**config.mk**
```make
export PLATFORM = sky130hd
export DESIGN_NAME = fdcst_cmd
export DESIGN_NICKNAME = d
export VERILOG_FILES = /design/src/shared/fdcst_pkg.sv /design/src/hdl/fdcst_track_mem.sv /design/src/hdl/fdcst_cmd.sv
export SDC_FILE = /design/constraint.sdc
export NUM_CORES = 1
export LEC_CHECK = 0
export BUFFER_PORTS_ARGS = -buffer_cell sky130_fd_sc_hd__buf_2
export CAP_MARGIN = 30
export CORE_MARGIN = 1.5
export CORE_UTILIZATION = 55
export CTS_CLUSTER_DIAMETER = 150
export DETAILED_ROUTE_END_ITERATION = 6
export GPL_TIMING_DRIVEN = 0
export PLACE_DENSITY = 0.74
export RECOVER_POWER = 100
export SYNTH_ARGS = -nofsm -noshare
export SYNTH_HDL_FRONTEND = slang
export SYNTH_HIERARCHICAL = 1
export SYNTH_SLANG_ARGS = --single-unit
export TNS_END_PERCENT = 30
```
**constraint.sdc**
```tcl
create_clock -name i_sys_clk -period 5.4 [get_ports i_sys_clk]
set_clock_uncertainty 0.15 [all_clocks]
set_input_delay 0.54 -clock i_sys_clk [delete_from_list [all_inputs] [get_ports i_sys_clk]]
set_output_delay 0.54 -clock i_sys_clk [all_outputs]
set_load 0.005 [all_outputs]
```
**src/shared/fdcst_pkg.sv**
```systemverilog
/*
  constants, state codes and helpers for the sense-and-set-track command block.
  assumes a byte-wide command path from the host and one system clock.
*/
package fdcst_pkg;

  // opcodes
  localparam logic [7:0] OP_SENSE_DRV  = 8'h04;  // drive status query
  localparam logic [7:0] OP_SENSE_INT  = 8'h08;  // interrupt-sense
  localparam logic [7:0] OP_TRK_BASE   = 8'h21;  // track access, write-select masked out
  localparam logic [7:0] OP_TRK_MASK   = 8'hBF;  // drops the write-select bit
  localparam int         WNR_BIT       = 6;      // track_write_select position
  localparam int         BYTESEL_BIT   = 2;      // byte select in second byte
  localparam int         HEAD_BIT      = 2;      // head_select in second byte
  localparam logic [1:0] ARGS_DRV      = 2'h1;   // extra bytes for drive query
  localparam logic [1:0] ARGS_TRK      = 2'h2;   // extra bytes for track access

  // interrupt_status_byte causes: interrupt_code bits 7,6 then seek-end bit 5
  localparam logic [2:0] CAUSE_READY    = 3'h6;  // ready in polling / seek not completed
  localparam logic [2:0] CAUSE_SEEK_OK  = 3'h1;  // normal seek termination
  localparam logic [2:0] CAUSE_SEEK_BAD = 3'h3;  // abnormal seek termination
  localparam logic [7:0] ST0_INVALID    = 8'h80; // interrupt_code of invalid command
  localparam logic [1:0] CNT_ONE        = 2'h1;  // result counts
  localparam logic [1:0] CNT_TWO        = 2'h2;
  localparam logic [1:0] CNT_THREE      = 2'h3;

  // command engine states, one-hot
  typedef enum logic [4:0] {
    S_IDLE = 5'h01,
    S_ARG  = 5'h02,
    S_EXEC = 5'h04,
    S_LOAD = 5'h08,
    S_RES  = 5'h10
  } fdcst_state_e;

  // drive select decode: 2 needs four drives or the 2/0 swap, 3 needs four drives
  function automatic logic fdcst_drive_ok(input logic [1:0] ds, input logic four, input logic swap);
    unique case (ds)
      2'h2:    fdcst_drive_ok = four | swap;
      2'h3:    fdcst_drive_ok = four;
      default: fdcst_drive_ok = 1'b1;
    endcase
  endfunction : fdcst_drive_ok

endpackage : fdcst_pkg

```
**src/hdl/fdcst_track_mem.sv**
```systemverilog
/*
  present_track_value store: one 16-bit word per drive, byte write enables,
  registered read. assumes the caller never writes and reads conflicting data
  in a way that matters; a read sees the old word in the write cycle.
*/
`timescale 1ns/1ns
module fdcst_track_mem #(
  parameter int DRIVES = 4
) (
  input  wire logic                      i_sys_clk,
  input  wire logic                      i_sys_rst,
  input  wire logic                      i_we_lo,   // write low byte
  input  wire logic                      i_we_hi,   // write high byte
  input  wire logic [$clog2(DRIVES)-1:0] i_waddr,
  input  wire logic [15:0]               i_wdata,
  input  wire logic [$clog2(DRIVES)-1:0] i_raddr,
  output      logic [15:0]               o_rdata
);
  // a single drive would leave the address ports without a bit
  if (DRIVES < 2)
  begin : g_drives_chk
    $error("fdcst_track_mem: DRIVES must be at least 2");
  end

  logic [15:0] mem_r [DRIVES];  // no reset: software sets tracks by recalibrate
  logic [15:0] rd_nxt;

  // read data comes from a register
  always_comb
  begin
    rd_nxt = mem_r[i_raddr];
  end

  // storage, byte lanes
  always_ff @(posedge i_sys_clk)
  begin
    if (i_we_lo)
      mem_r[i_waddr][7:0] <= i_wdata[7:0];
    if (i_we_hi)
      mem_r[i_waddr][15:8] <= i_wdata[15:8];
  end

  // read register
  always_ff @(posedge i_sys_clk or posedge i_sys_rst)
  begin
    if (i_sys_rst)
      o_rdata <= 16'h0000;
    else
      o_rdata <= rd_nxt;
  end
endmodule : fdcst_track_mem

```
**src/hdl/fdcst_cmd.sv**
```systemverilog
/*
  command interpreter for drive status query, interrupt-sense and track access.
  assumes the host writes command bytes only while o_cmd_ready is high and
  pulses i_res_read only while o_res_valid is high; other opcodes are invalid.
*/
// How it works
// - drive query: one argument, one drive status byte
// - sense with nothing pending acts invalid
// - sense is one byte, then result phase
// - pending set by poll-ready or seek end
// - first result read clears pending interrupt
// - cause coded in bits 7..5 of status
// - transfer interrupts cleared by any FIFO access
// - sense returns status, track low, optional nibble
// - track access raises no interrupt
// - track access takes three command bytes
// - write-select stores byte, else returns stored
// - byte select plus drive picks one byte
// - drives 2 and 3 need support flags
// - track result equals byte read or written
// - drive query raises no interrupt
// - seek end one step period after last step
`timescale 1ns/1ns
module fdcst_cmd #(
  parameter int TMR_W = 16  // width of the step period count
) (
  input  wire logic             i_sys_clk,
  input  wire logic             i_sys_rst,
  input  wire logic             i_cmd_valid,       // host writes a command byte
  input  wire logic [7:0]       i_cmd_byte,
  input  wire logic             i_res_read,        // host reads the result byte
  input  wire logic             i_extended_track_range,
  input  wire logic             i_four_drives,
  input  wire logic             i_swap_drives,     // drives 2 and 0 exchanged
  input  wire logic [4:0]       i_drv_flags,       // sampled drive status lines
  input  wire logic             i_poll_ready,      // drive ready during polling, pulse
  input  wire logic [1:0]       i_poll_drive,
  input  wire logic             i_last_step,       // final step pulse issued, pulse
  input  wire logic [1:0]       i_seek_drive,
  input  wire logic             i_seek_bad,        // seek ended abnormally
  input  wire logic             i_seek_incomplete, // seek not completed
  input  wire logic [TMR_W-1:0] i_step_period,     // step period in cycles
  input  wire logic             i_trk_upd,         // seek engine writes a track
  input  wire logic [1:0]       i_trk_upd_drive,
  input  wire logic [11:0]      i_trk_upd_val,
  input  wire logic             i_xfer_irq,        // result/transfer interrupt, pulse
  output      logic             o_cmd_ready,       // host_request_flag, write direction
  output      logic             o_res_valid,       // host_request_flag, read direction
  output      logic [7:0]       o_res_byte,
  output      logic [1:0]       o_drv_sel,
  output      logic             o_head_sel,
  output      logic             o_irq
);
  // a one-bit timer cannot count a step period down to its last cycle
  if (TMR_W < 2)
  begin : g_tmr_chk
    $error("fdcst_cmd: TMR_W too small");
  end

  fdcst_pkg::fdcst_state_e st_r, st_nxt;          // engine state
  logic [7:0]  op_r, op_nxt;                      // opcode
  logic [7:0]  a1_r, a1_nxt, a2_r, a2_nxt;        // argument bytes
  logic [1:0]  ai_r, ai_nxt;                      // arguments still owed
  logic [7:0]  r1_r, r1_nxt, r2_r, r2_nxt;        // queued result bytes
  logic [1:0]  rc_r, rc_nxt;                      // result bytes left
  logic        sint_r, sint_nxt;                  // valid sense awaiting first read
  logic        rdy_nxt, rv_nxt, hs_nxt, irq_nxt;
  logic [7:0]  rb_nxt;
  logic [1:0]  ds_nxt;
  logic        pend_r, pend_nxt;                  // sense-requiring interrupt
  logic [2:0]  pc_r, pc_nxt;                      // its cause
  logic [1:0]  pd_r, pd_nxt;                      // its drive
  logic        xf_r, xf_nxt;                      // self-clearing interrupt
  logic        ta_r, ta_nxt;                      // step period timer running
  logic [TMR_W-1:0] tm_r, tm_nxt;
  logic [1:0]  td_r, td_nxt;
  logic [2:0]  tc_r, tc_nxt;
  logic        cmd_take, res_take, clr, fire;
  logic [2:0]  fcause;
  logic [1:0]  fdrv;
  logic        is_drv, is_int, is_trk, track_write_select, drv_ok;
  logic [1:0]  need;
  logic        we_lo, we_hi;
  logic [1:0]  waddr, raddr;
  logic [15:0] wdata, rdata;

  assign cmd_take = i_cmd_valid & o_cmd_ready;
  assign res_take = i_res_read & o_res_valid;
  assign is_drv   = (op_r == fdcst_pkg::OP_SENSE_DRV);
  assign is_int   = (op_r == fdcst_pkg::OP_SENSE_INT);
  assign is_trk   = ((op_r & fdcst_pkg::OP_TRK_MASK) == fdcst_pkg::OP_TRK_BASE);
  assign track_write_select      = op_r[fdcst_pkg::WNR_BIT];
  assign drv_ok   = fdcst_pkg::fdcst_drive_ok(a1_r[1:0], i_four_drives, i_swap_drives);
  assign clr      = res_take & sint_r;

  // argument count per opcode, taken from the byte being accepted
  always_comb
  begin
    if (i_cmd_byte == fdcst_pkg::OP_SENSE_DRV)
      need = fdcst_pkg::ARGS_DRV;
    else if ((i_cmd_byte & fdcst_pkg::OP_TRK_MASK) == fdcst_pkg::OP_TRK_BASE)
      need = fdcst_pkg::ARGS_TRK;
    else
      need = 2'h0;
  end

  // track store ports: seek engine wins, host must not touch tracks mid-seek
  always_comb
  begin
    raddr = is_int ? pd_r : a1_r[1:0];
    we_lo = i_trk_upd;
    we_hi = i_trk_upd;
    waddr = i_trk_upd_drive;
    wdata = {4'h0, i_trk_upd_val};
    if (!i_trk_upd && st_r == fdcst_pkg::S_EXEC && is_trk && track_write_select && drv_ok)
    begin
      we_lo = ~a1_r[fdcst_pkg::BYTESEL_BIT];
      we_hi = a1_r[fdcst_pkg::BYTESEL_BIT];
      waddr = a1_r[1:0];
      wdata = {a2_r, a2_r};
    end
  end

  fdcst_track_mem #(.DRIVES(4)) u_mem (
    .i_sys_clk (i_sys_clk),
    .i_sys_rst (i_sys_rst),
    .i_we_lo   (we_lo),
    .i_we_hi   (we_hi),
    .i_waddr   (waddr),
    .i_wdata   (wdata),
    .i_raddr   (raddr),
    .o_rdata   (rdata)
  );

  // command engine next state: collect, execute, load results, drain
  always_comb
  begin
    st_nxt = st_r; op_nxt = op_r; a1_nxt = a1_r; a2_nxt = a2_r; ai_nxt = ai_r;
    r1_nxt = r1_r; r2_nxt = r2_r; rc_nxt = rc_r; sint_nxt = sint_r;
    rb_nxt = o_res_byte; rv_nxt = o_res_valid; ds_nxt = o_drv_sel; hs_nxt = o_head_sel;
    unique case (st_r)
      fdcst_pkg::S_IDLE:
        if (cmd_take)
        begin
          op_nxt = i_cmd_byte;
          ai_nxt = need;
          st_nxt = (need == 2'h0) ? fdcst_pkg::S_EXEC : fdcst_pkg::S_ARG;
        end
      fdcst_pkg::S_ARG:
        if (cmd_take)
        begin
          // ai_r counts down the bytes still owed
          // first argument is the drive/byte select byte for both argument commands
          if (ai_r == (is_trk ? fdcst_pkg::ARGS_TRK : fdcst_pkg::ARGS_DRV))
            a1_nxt = i_cmd_byte;
          else
            a2_nxt = i_cmd_byte;                     // third byte, ignored on reads
          ai_nxt = ai_r - 2'h1;
          if (ai_r == 2'h1) st_nxt = fdcst_pkg::S_EXEC;
        end
      fdcst_pkg::S_EXEC:
      begin
        // drive select out one cycle ahead so flags settle before sampling
        ds_nxt = a1_r[1:0];
        hs_nxt = a1_r[fdcst_pkg::HEAD_BIT];
        st_nxt = fdcst_pkg::S_LOAD;
      end
      fdcst_pkg::S_LOAD:
      begin
        st_nxt = fdcst_pkg::S_RES;
        rv_nxt = 1'b1;
        rc_nxt = fdcst_pkg::CNT_ONE;
        rb_nxt = fdcst_pkg::ST0_INVALID;
        if (is_drv && drv_ok)
          rb_nxt = {i_drv_flags, a1_r[fdcst_pkg::HEAD_BIT], a1_r[1:0]};
        else if (is_trk && drv_ok)
          rb_nxt = track_write_select ? a2_r :
                   (a1_r[fdcst_pkg::BYTESEL_BIT] ? rdata[15:8] : rdata[7:0]);
        else if (is_int && pend_r)
        begin
          rb_nxt = {pc_r, 3'h0, pd_r};
          r1_nxt = rdata[7:0];
          r2_nxt = {rdata[11:8], 4'h0};
          rc_nxt = i_extended_track_range ? fdcst_pkg::CNT_THREE : fdcst_pkg::CNT_TWO;
          sint_nxt = 1'b1;
        end
      end
      fdcst_pkg::S_RES:
        if (res_take)
        begin
          sint_nxt = 1'b0;
          rb_nxt = r1_r;
          r1_nxt = r2_r;
          rc_nxt = rc_r - 2'h1;
          if (rc_r == fdcst_pkg::CNT_ONE)
          begin
            rv_nxt = 1'b0;
            st_nxt = fdcst_pkg::S_IDLE;
          end
        end
    endcase
    rdy_nxt = (st_nxt == fdcst_pkg::S_IDLE) || (st_nxt == fdcst_pkg::S_ARG);
  end

  // interrupt next state; step period timer delays the seek-end event
  always_comb
  begin
    ta_nxt = ta_r; tm_nxt = tm_r; td_nxt = td_r; tc_nxt = tc_r;
    fire = 1'b0; fcause = tc_r; fdrv = td_r;
    if (ta_r)
    begin
      if (tm_r <= {{(TMR_W-1){1'b0}}, 1'b1})
      begin
        fire = 1'b1;
        ta_nxt = 1'b0;
      end
      else
        tm_nxt = tm_r - {{(TMR_W-1){1'b0}}, 1'b1};
    end
    if (i_last_step)
    begin
      ta_nxt = 1'b1;
      tm_nxt = i_step_period;
      td_nxt = i_seek_drive;
      tc_nxt = i_seek_incomplete ? fdcst_pkg::CAUSE_READY :
               (i_seek_bad ? fdcst_pkg::CAUSE_SEEK_BAD : fdcst_pkg::CAUSE_SEEK_OK);
    end
    if (i_poll_ready)
    begin
      // a poll-ready event only follows a reset, so no seek can collide in practice
      fire = 1'b1;
      fcause = fdcst_pkg::CAUSE_READY;
      fdrv = i_poll_drive;
    end
    // set wins over the read that clears
    pend_nxt = fire ? 1'b1 : (clr ? 1'b0 : pend_r);
    pc_nxt = fire ? fcause : pc_r;
    pd_nxt = fire ? fdrv : pd_r;
    xf_nxt = i_xfer_irq ? 1'b1 : ((cmd_take | res_take) ? 1'b0 : xf_r);
    irq_nxt = pend_nxt | xf_nxt;
  end

  // registers of both groups
  always_ff @(posedge i_sys_clk or posedge i_sys_rst)
  begin
    if (i_sys_rst)
    begin
      st_r <= fdcst_pkg::S_IDLE; op_r <= 8'h00; a1_r <= 8'h00; a2_r <= 8'h00; ai_r <= 2'h0;
      r1_r <= 8'h00; r2_r <= 8'h00; rc_r <= 2'h0; sint_r <= 1'b0;
      o_cmd_ready <= 1'b1; o_res_valid <= 1'b0; o_res_byte <= 8'h00;
      o_drv_sel <= 2'h0; o_head_sel <= 1'b0; o_irq <= 1'b0;
      pend_r <= 1'b0; pc_r <= 3'h0; pd_r <= 2'h0; xf_r <= 1'b0;
      ta_r <= 1'b0; tm_r <= '0; td_r <= 2'h0; tc_r <= 3'h0;
    end
    else
    begin
      st_r <= st_nxt; op_r <= op_nxt; a1_r <= a1_nxt; a2_r <= a2_nxt; ai_r <= ai_nxt;
      r1_r <= r1_nxt; r2_r <= r2_nxt; rc_r <= rc_nxt; sint_r <= sint_nxt;
      o_cmd_ready <= rdy_nxt; o_res_valid <= rv_nxt; o_res_byte <= rb_nxt;
      o_drv_sel <= ds_nxt; o_head_sel <= hs_nxt; o_irq <= irq_nxt;
      pend_r <= pend_nxt; pc_r <= pc_nxt; pd_r <= pd_nxt; xf_r <= xf_nxt;
      ta_r <= ta_nxt; tm_r <= tm_nxt; td_r <= td_nxt; tc_r <= tc_nxt;
    end
  end
endmodule : fdcst_cmd

```
==> impl_metrics.yaml <==
status:
  status: "finished, final reports clean"
clock_tree:
  clockBufferDepth: 2
  cts-resized-gates: 0
  ctsHoldBuffers: 1
  path_clk_slew_ns: 0.07
  cts_setup_buffers: 0
  cts_max_level: 4
  cts_num_sinks: 164
  cts_tree: "yes"
  clock_latency_ns: 0.42
  ctsRootBufferMaster: "clkbuf_16"
  cts-buffers-inserted: 17
floorplan:
  chipHeight_um: 119.1
  ios: 74
  rows: 42
  coreArea_um2: 13190
  die_width_um: 119.1
  initial_utilization_pct: 56.16
  dieArea_um2: 14170
placement:
  dpl.hpwl_um: 11900
  io_buffers: 72
  gp_congestion: 0.8519
layout:
  register_area_um2: 4427
  final.fill_count: 1022
  multiInputGateArea_um2: 2763
  drive_above_1_share_pct: 20.66
  n_antenna_cell: 0
  nNetsFinal: 743
  syn2layout_area_growth_pct: 14.98
sta:
  tns_ns: 0
  timing.final.hold_violations: 0
  finalCriticalPeriod_ns: 4.659
  worst_pin_slew_ns: 1.090
  setup_viol: 0
  timing.fmax_mhz: 214.6
  rsz0062_at_grt: "no"
  report.final.slew_viol_count: 0
  relSlewSlack_pct: 26.65
  holdWs_ns: 0.1717
  period_share_pct: 86.28
synthesis:
  yosysSeqAreaShare_pct: 59.76
  synth.distinct_cells: 65
  syn_area_um2: 7407
  synth-edff-count: 64
  syn_inst: 584
  syn_area_per_cell_um2: 12.68
  ys.flop_type: "dfrtp_1"
  ys_warn_count: 6
  synth_fp_nets: 648
  synth-async-reset-ratio_pct: 60.98
  synth-seq-cells: 164
critical_path:
  endpoint: "u_mem/mem_r[0][12]"
  critical_path_class: "reg -> reg"
  endpoint_kind: "register"
  r2r-end: "u_mem/mem_r[0][12]"
  cp_max_fo: 10
  arrival_ns: 4.65
  cp_slowest_cell: "nor3b_1"
  r2r_start: "op_r[3]"
  crit_chain: "nor4_1, o21ai_0, nor3_2, clkbuf_1, mux2_1, nor3b_1, buf_4"
  crit_start: "op_r[3]"
  crit_required_ns: 5.39
  cp-start-kind: "register"
  reg2reg_slack_ns: 0.74
  reg2reg_depth: 7
  crit_path_max_incr_delay_ns: 0.83
grt:
  grt_pass1_wl_um: 26450
  grt_pass1_vias: 5074
  grt_antenna_before_repair: 0
  grt_overflow_total: 0
  grt_usage_pct: 24.68
  grt_max_degree: 69
power_and_ir_drop:
  p_per_area_nw_per_um2: 425.3
  vdd_drop_max_mv: 0.2740
  power_leakage_nw: 3.445
detailed_routing:
  drt.antenna.violating_nets: 0
  drtIter0Drc: 351
  wl_per_cell_um: 19.02
  vias_per_cell: 5.888
  route.detailed.drc: 0
  drt_wl_total_um: 16510
  vias: 5111
  drtPass1Iterations: 5
hold_path:
  hold_path_class: "in -> reg"
  holdCritStartpoint: "i_step_period[4]"
run:
  drv_cap: 0
[synthesized netlist by cell type, types with 4 or more instances]
cell      instances  area, um2
mux2_2           37      416.7
dfrtp_1          98       2452
and2_1            8      50.05
xnor2_1           5      43.79
mux4_2           10      225.2
nor4_1            5      31.28
nor2_1           29      108.9
nand3_1          13      65.06
nor3_1           32      160.2
nor4_2            4      50.05
o21a_1            6      45.04
mux2i_1          10      100.1
o21ai_0          21      105.1
ha_1              4      50.05
nand2_1          67      251.5
buf_2             5      25.02
xor2_1            6      52.55
a21oi_1          13      65.06
a22oi_1           5      37.54
inv_1            12      45.04
mux2_1           11      123.9
a211oi_1         11      82.58
clkbuf_1         16      60.06
mux4_1            6      157.7
and3_1            5      31.28
o21ai_1          14      70.07
edfxtp_1         64       1922
and3b_1           7      61.31
nor2b_1           4      25.02
[area by class of cell]
cell class                      count  area share, %
Inverter                           12         0.5436
Clock inverter                     15          1.513
Buffer                             27          1.219
Tap cell                          176          2.586
Sequential cell                   164          51.98
Timing Repair Buffer               76          4.730
Clock buffer                       17          4.995
Multi-Input combinational cell    381          32.44
[logic make-up after synthesis]
kind of cell / synth area share, %
simple gates: 14.29
flops: 59.76
compound gates: 7.669
mux: 13.82
buf+inv: 2.483
xor+xnor: 1.301
fa+ha+maj: 0.6757
[how the worst min path moves through the flow]
stage	slack, ns	cells after the start	endpoint
5_1_grt	0.17	3	tm_r[4]
4_1_cts	0.16	3	tm_r[4]
6_report	0.17	3	tm_r[4]
2_1_floorplan	0.29	2	r2_r[4]
3_5_place_dp	0.31	2	r2_r[5]
3_3_place_gp	0.31	2	r2_r[4]
[critical path, delay by kind of cell, from the launching register on]
| kind | cells | cell delay, ns |
|---|---|---|
| multiplexers | 1 | 0.46 |
| AND/OR/NAND/NOR | 3 | 2.19 |
| AO/OA/AOI/OAI | 1 | 0.38 |
| flip-flops | 1 | 0.42 |
| buffers and inverters | 2 | 0.77 |
[routing by layer]
layer | vias up | track usage [%] | wire (um)
met4 | 0 | 8.584 | 338
met1 | 2514 | 34.01 | 7293
met3 | 26 | 6.609 | 1023
met2 | 211 | 38.19 | 7858
li1 | 2360 | - | -
met5 | - | 0 | 0
[metrics by stage]
step | utilization [%] | instance area, um2 | setup WS, ns | power [mW] | cells
CTS | 65.18 | 8597 | 1.035 | 3.662 | 868
global placement | 60.56 | 7988 | 0.9690 | 2.486 | 832
floorplan | - | 7407 | 2.084 | 2.237 | 584
global route | 64.57 | 8517 | 0.4886 | 3.807 | 868
finish | 64.57 | 8517 | 0.7410 | 3.623 | 868
detailed placement | 60.90 | 8033 | 1.129 | 2.529 | 835
[cells in the final DEF, fill, tap and decap left out, types with 4 or more instances in the layout]
master	netlist	layout
inv_6	0	5
edfxtp_1	64	64
dfrtp_1	98	98
a211oi_1	11	11
clkbuf_1	16	30
and3_1	5	5
nand3_1	13	14
a22oi_1	5	5
nor2_1	29	29
ha_1	4	4
nor4_1	5	9
o21a_1	6	6
xnor2_1	5	5
nor3_1	32	32
o21ai_0	21	32
xor2_1	6	6
nand2_1	67	67
mux2i_1	10	10
inv_1	12	11
mux4_2	10	10
buf_2	5	69
mux2_2	37	24
a21oi_1	13	13
mux2_1	11	24
and2_0	0	6
nor2b_1	4	4
clkbuf_16	0	17
and3b_1	7	7
mux4_1	6	6
[state kept, by name, summed over array words and instances (netlist names), 3 cells and up]
name / cells
a1_r: 3
a2_r: 8
o_res_byte: 8
op_r: 8
pc_r: 3
r1_r: 8
r2_r: 4
st_r: 5
tc_r: 3
tm_r: 16
u_mem/mem_r: 64
u_mem/o_rdata: 16
[where the power goes]
part           internal, mW  total, mW  switching (mW)
registers              1.52       1.71           0.192
logic                 0.341      0.781           0.440
clock network         0.636       1.13           0.494
Power figures use the tool's default switching activity.
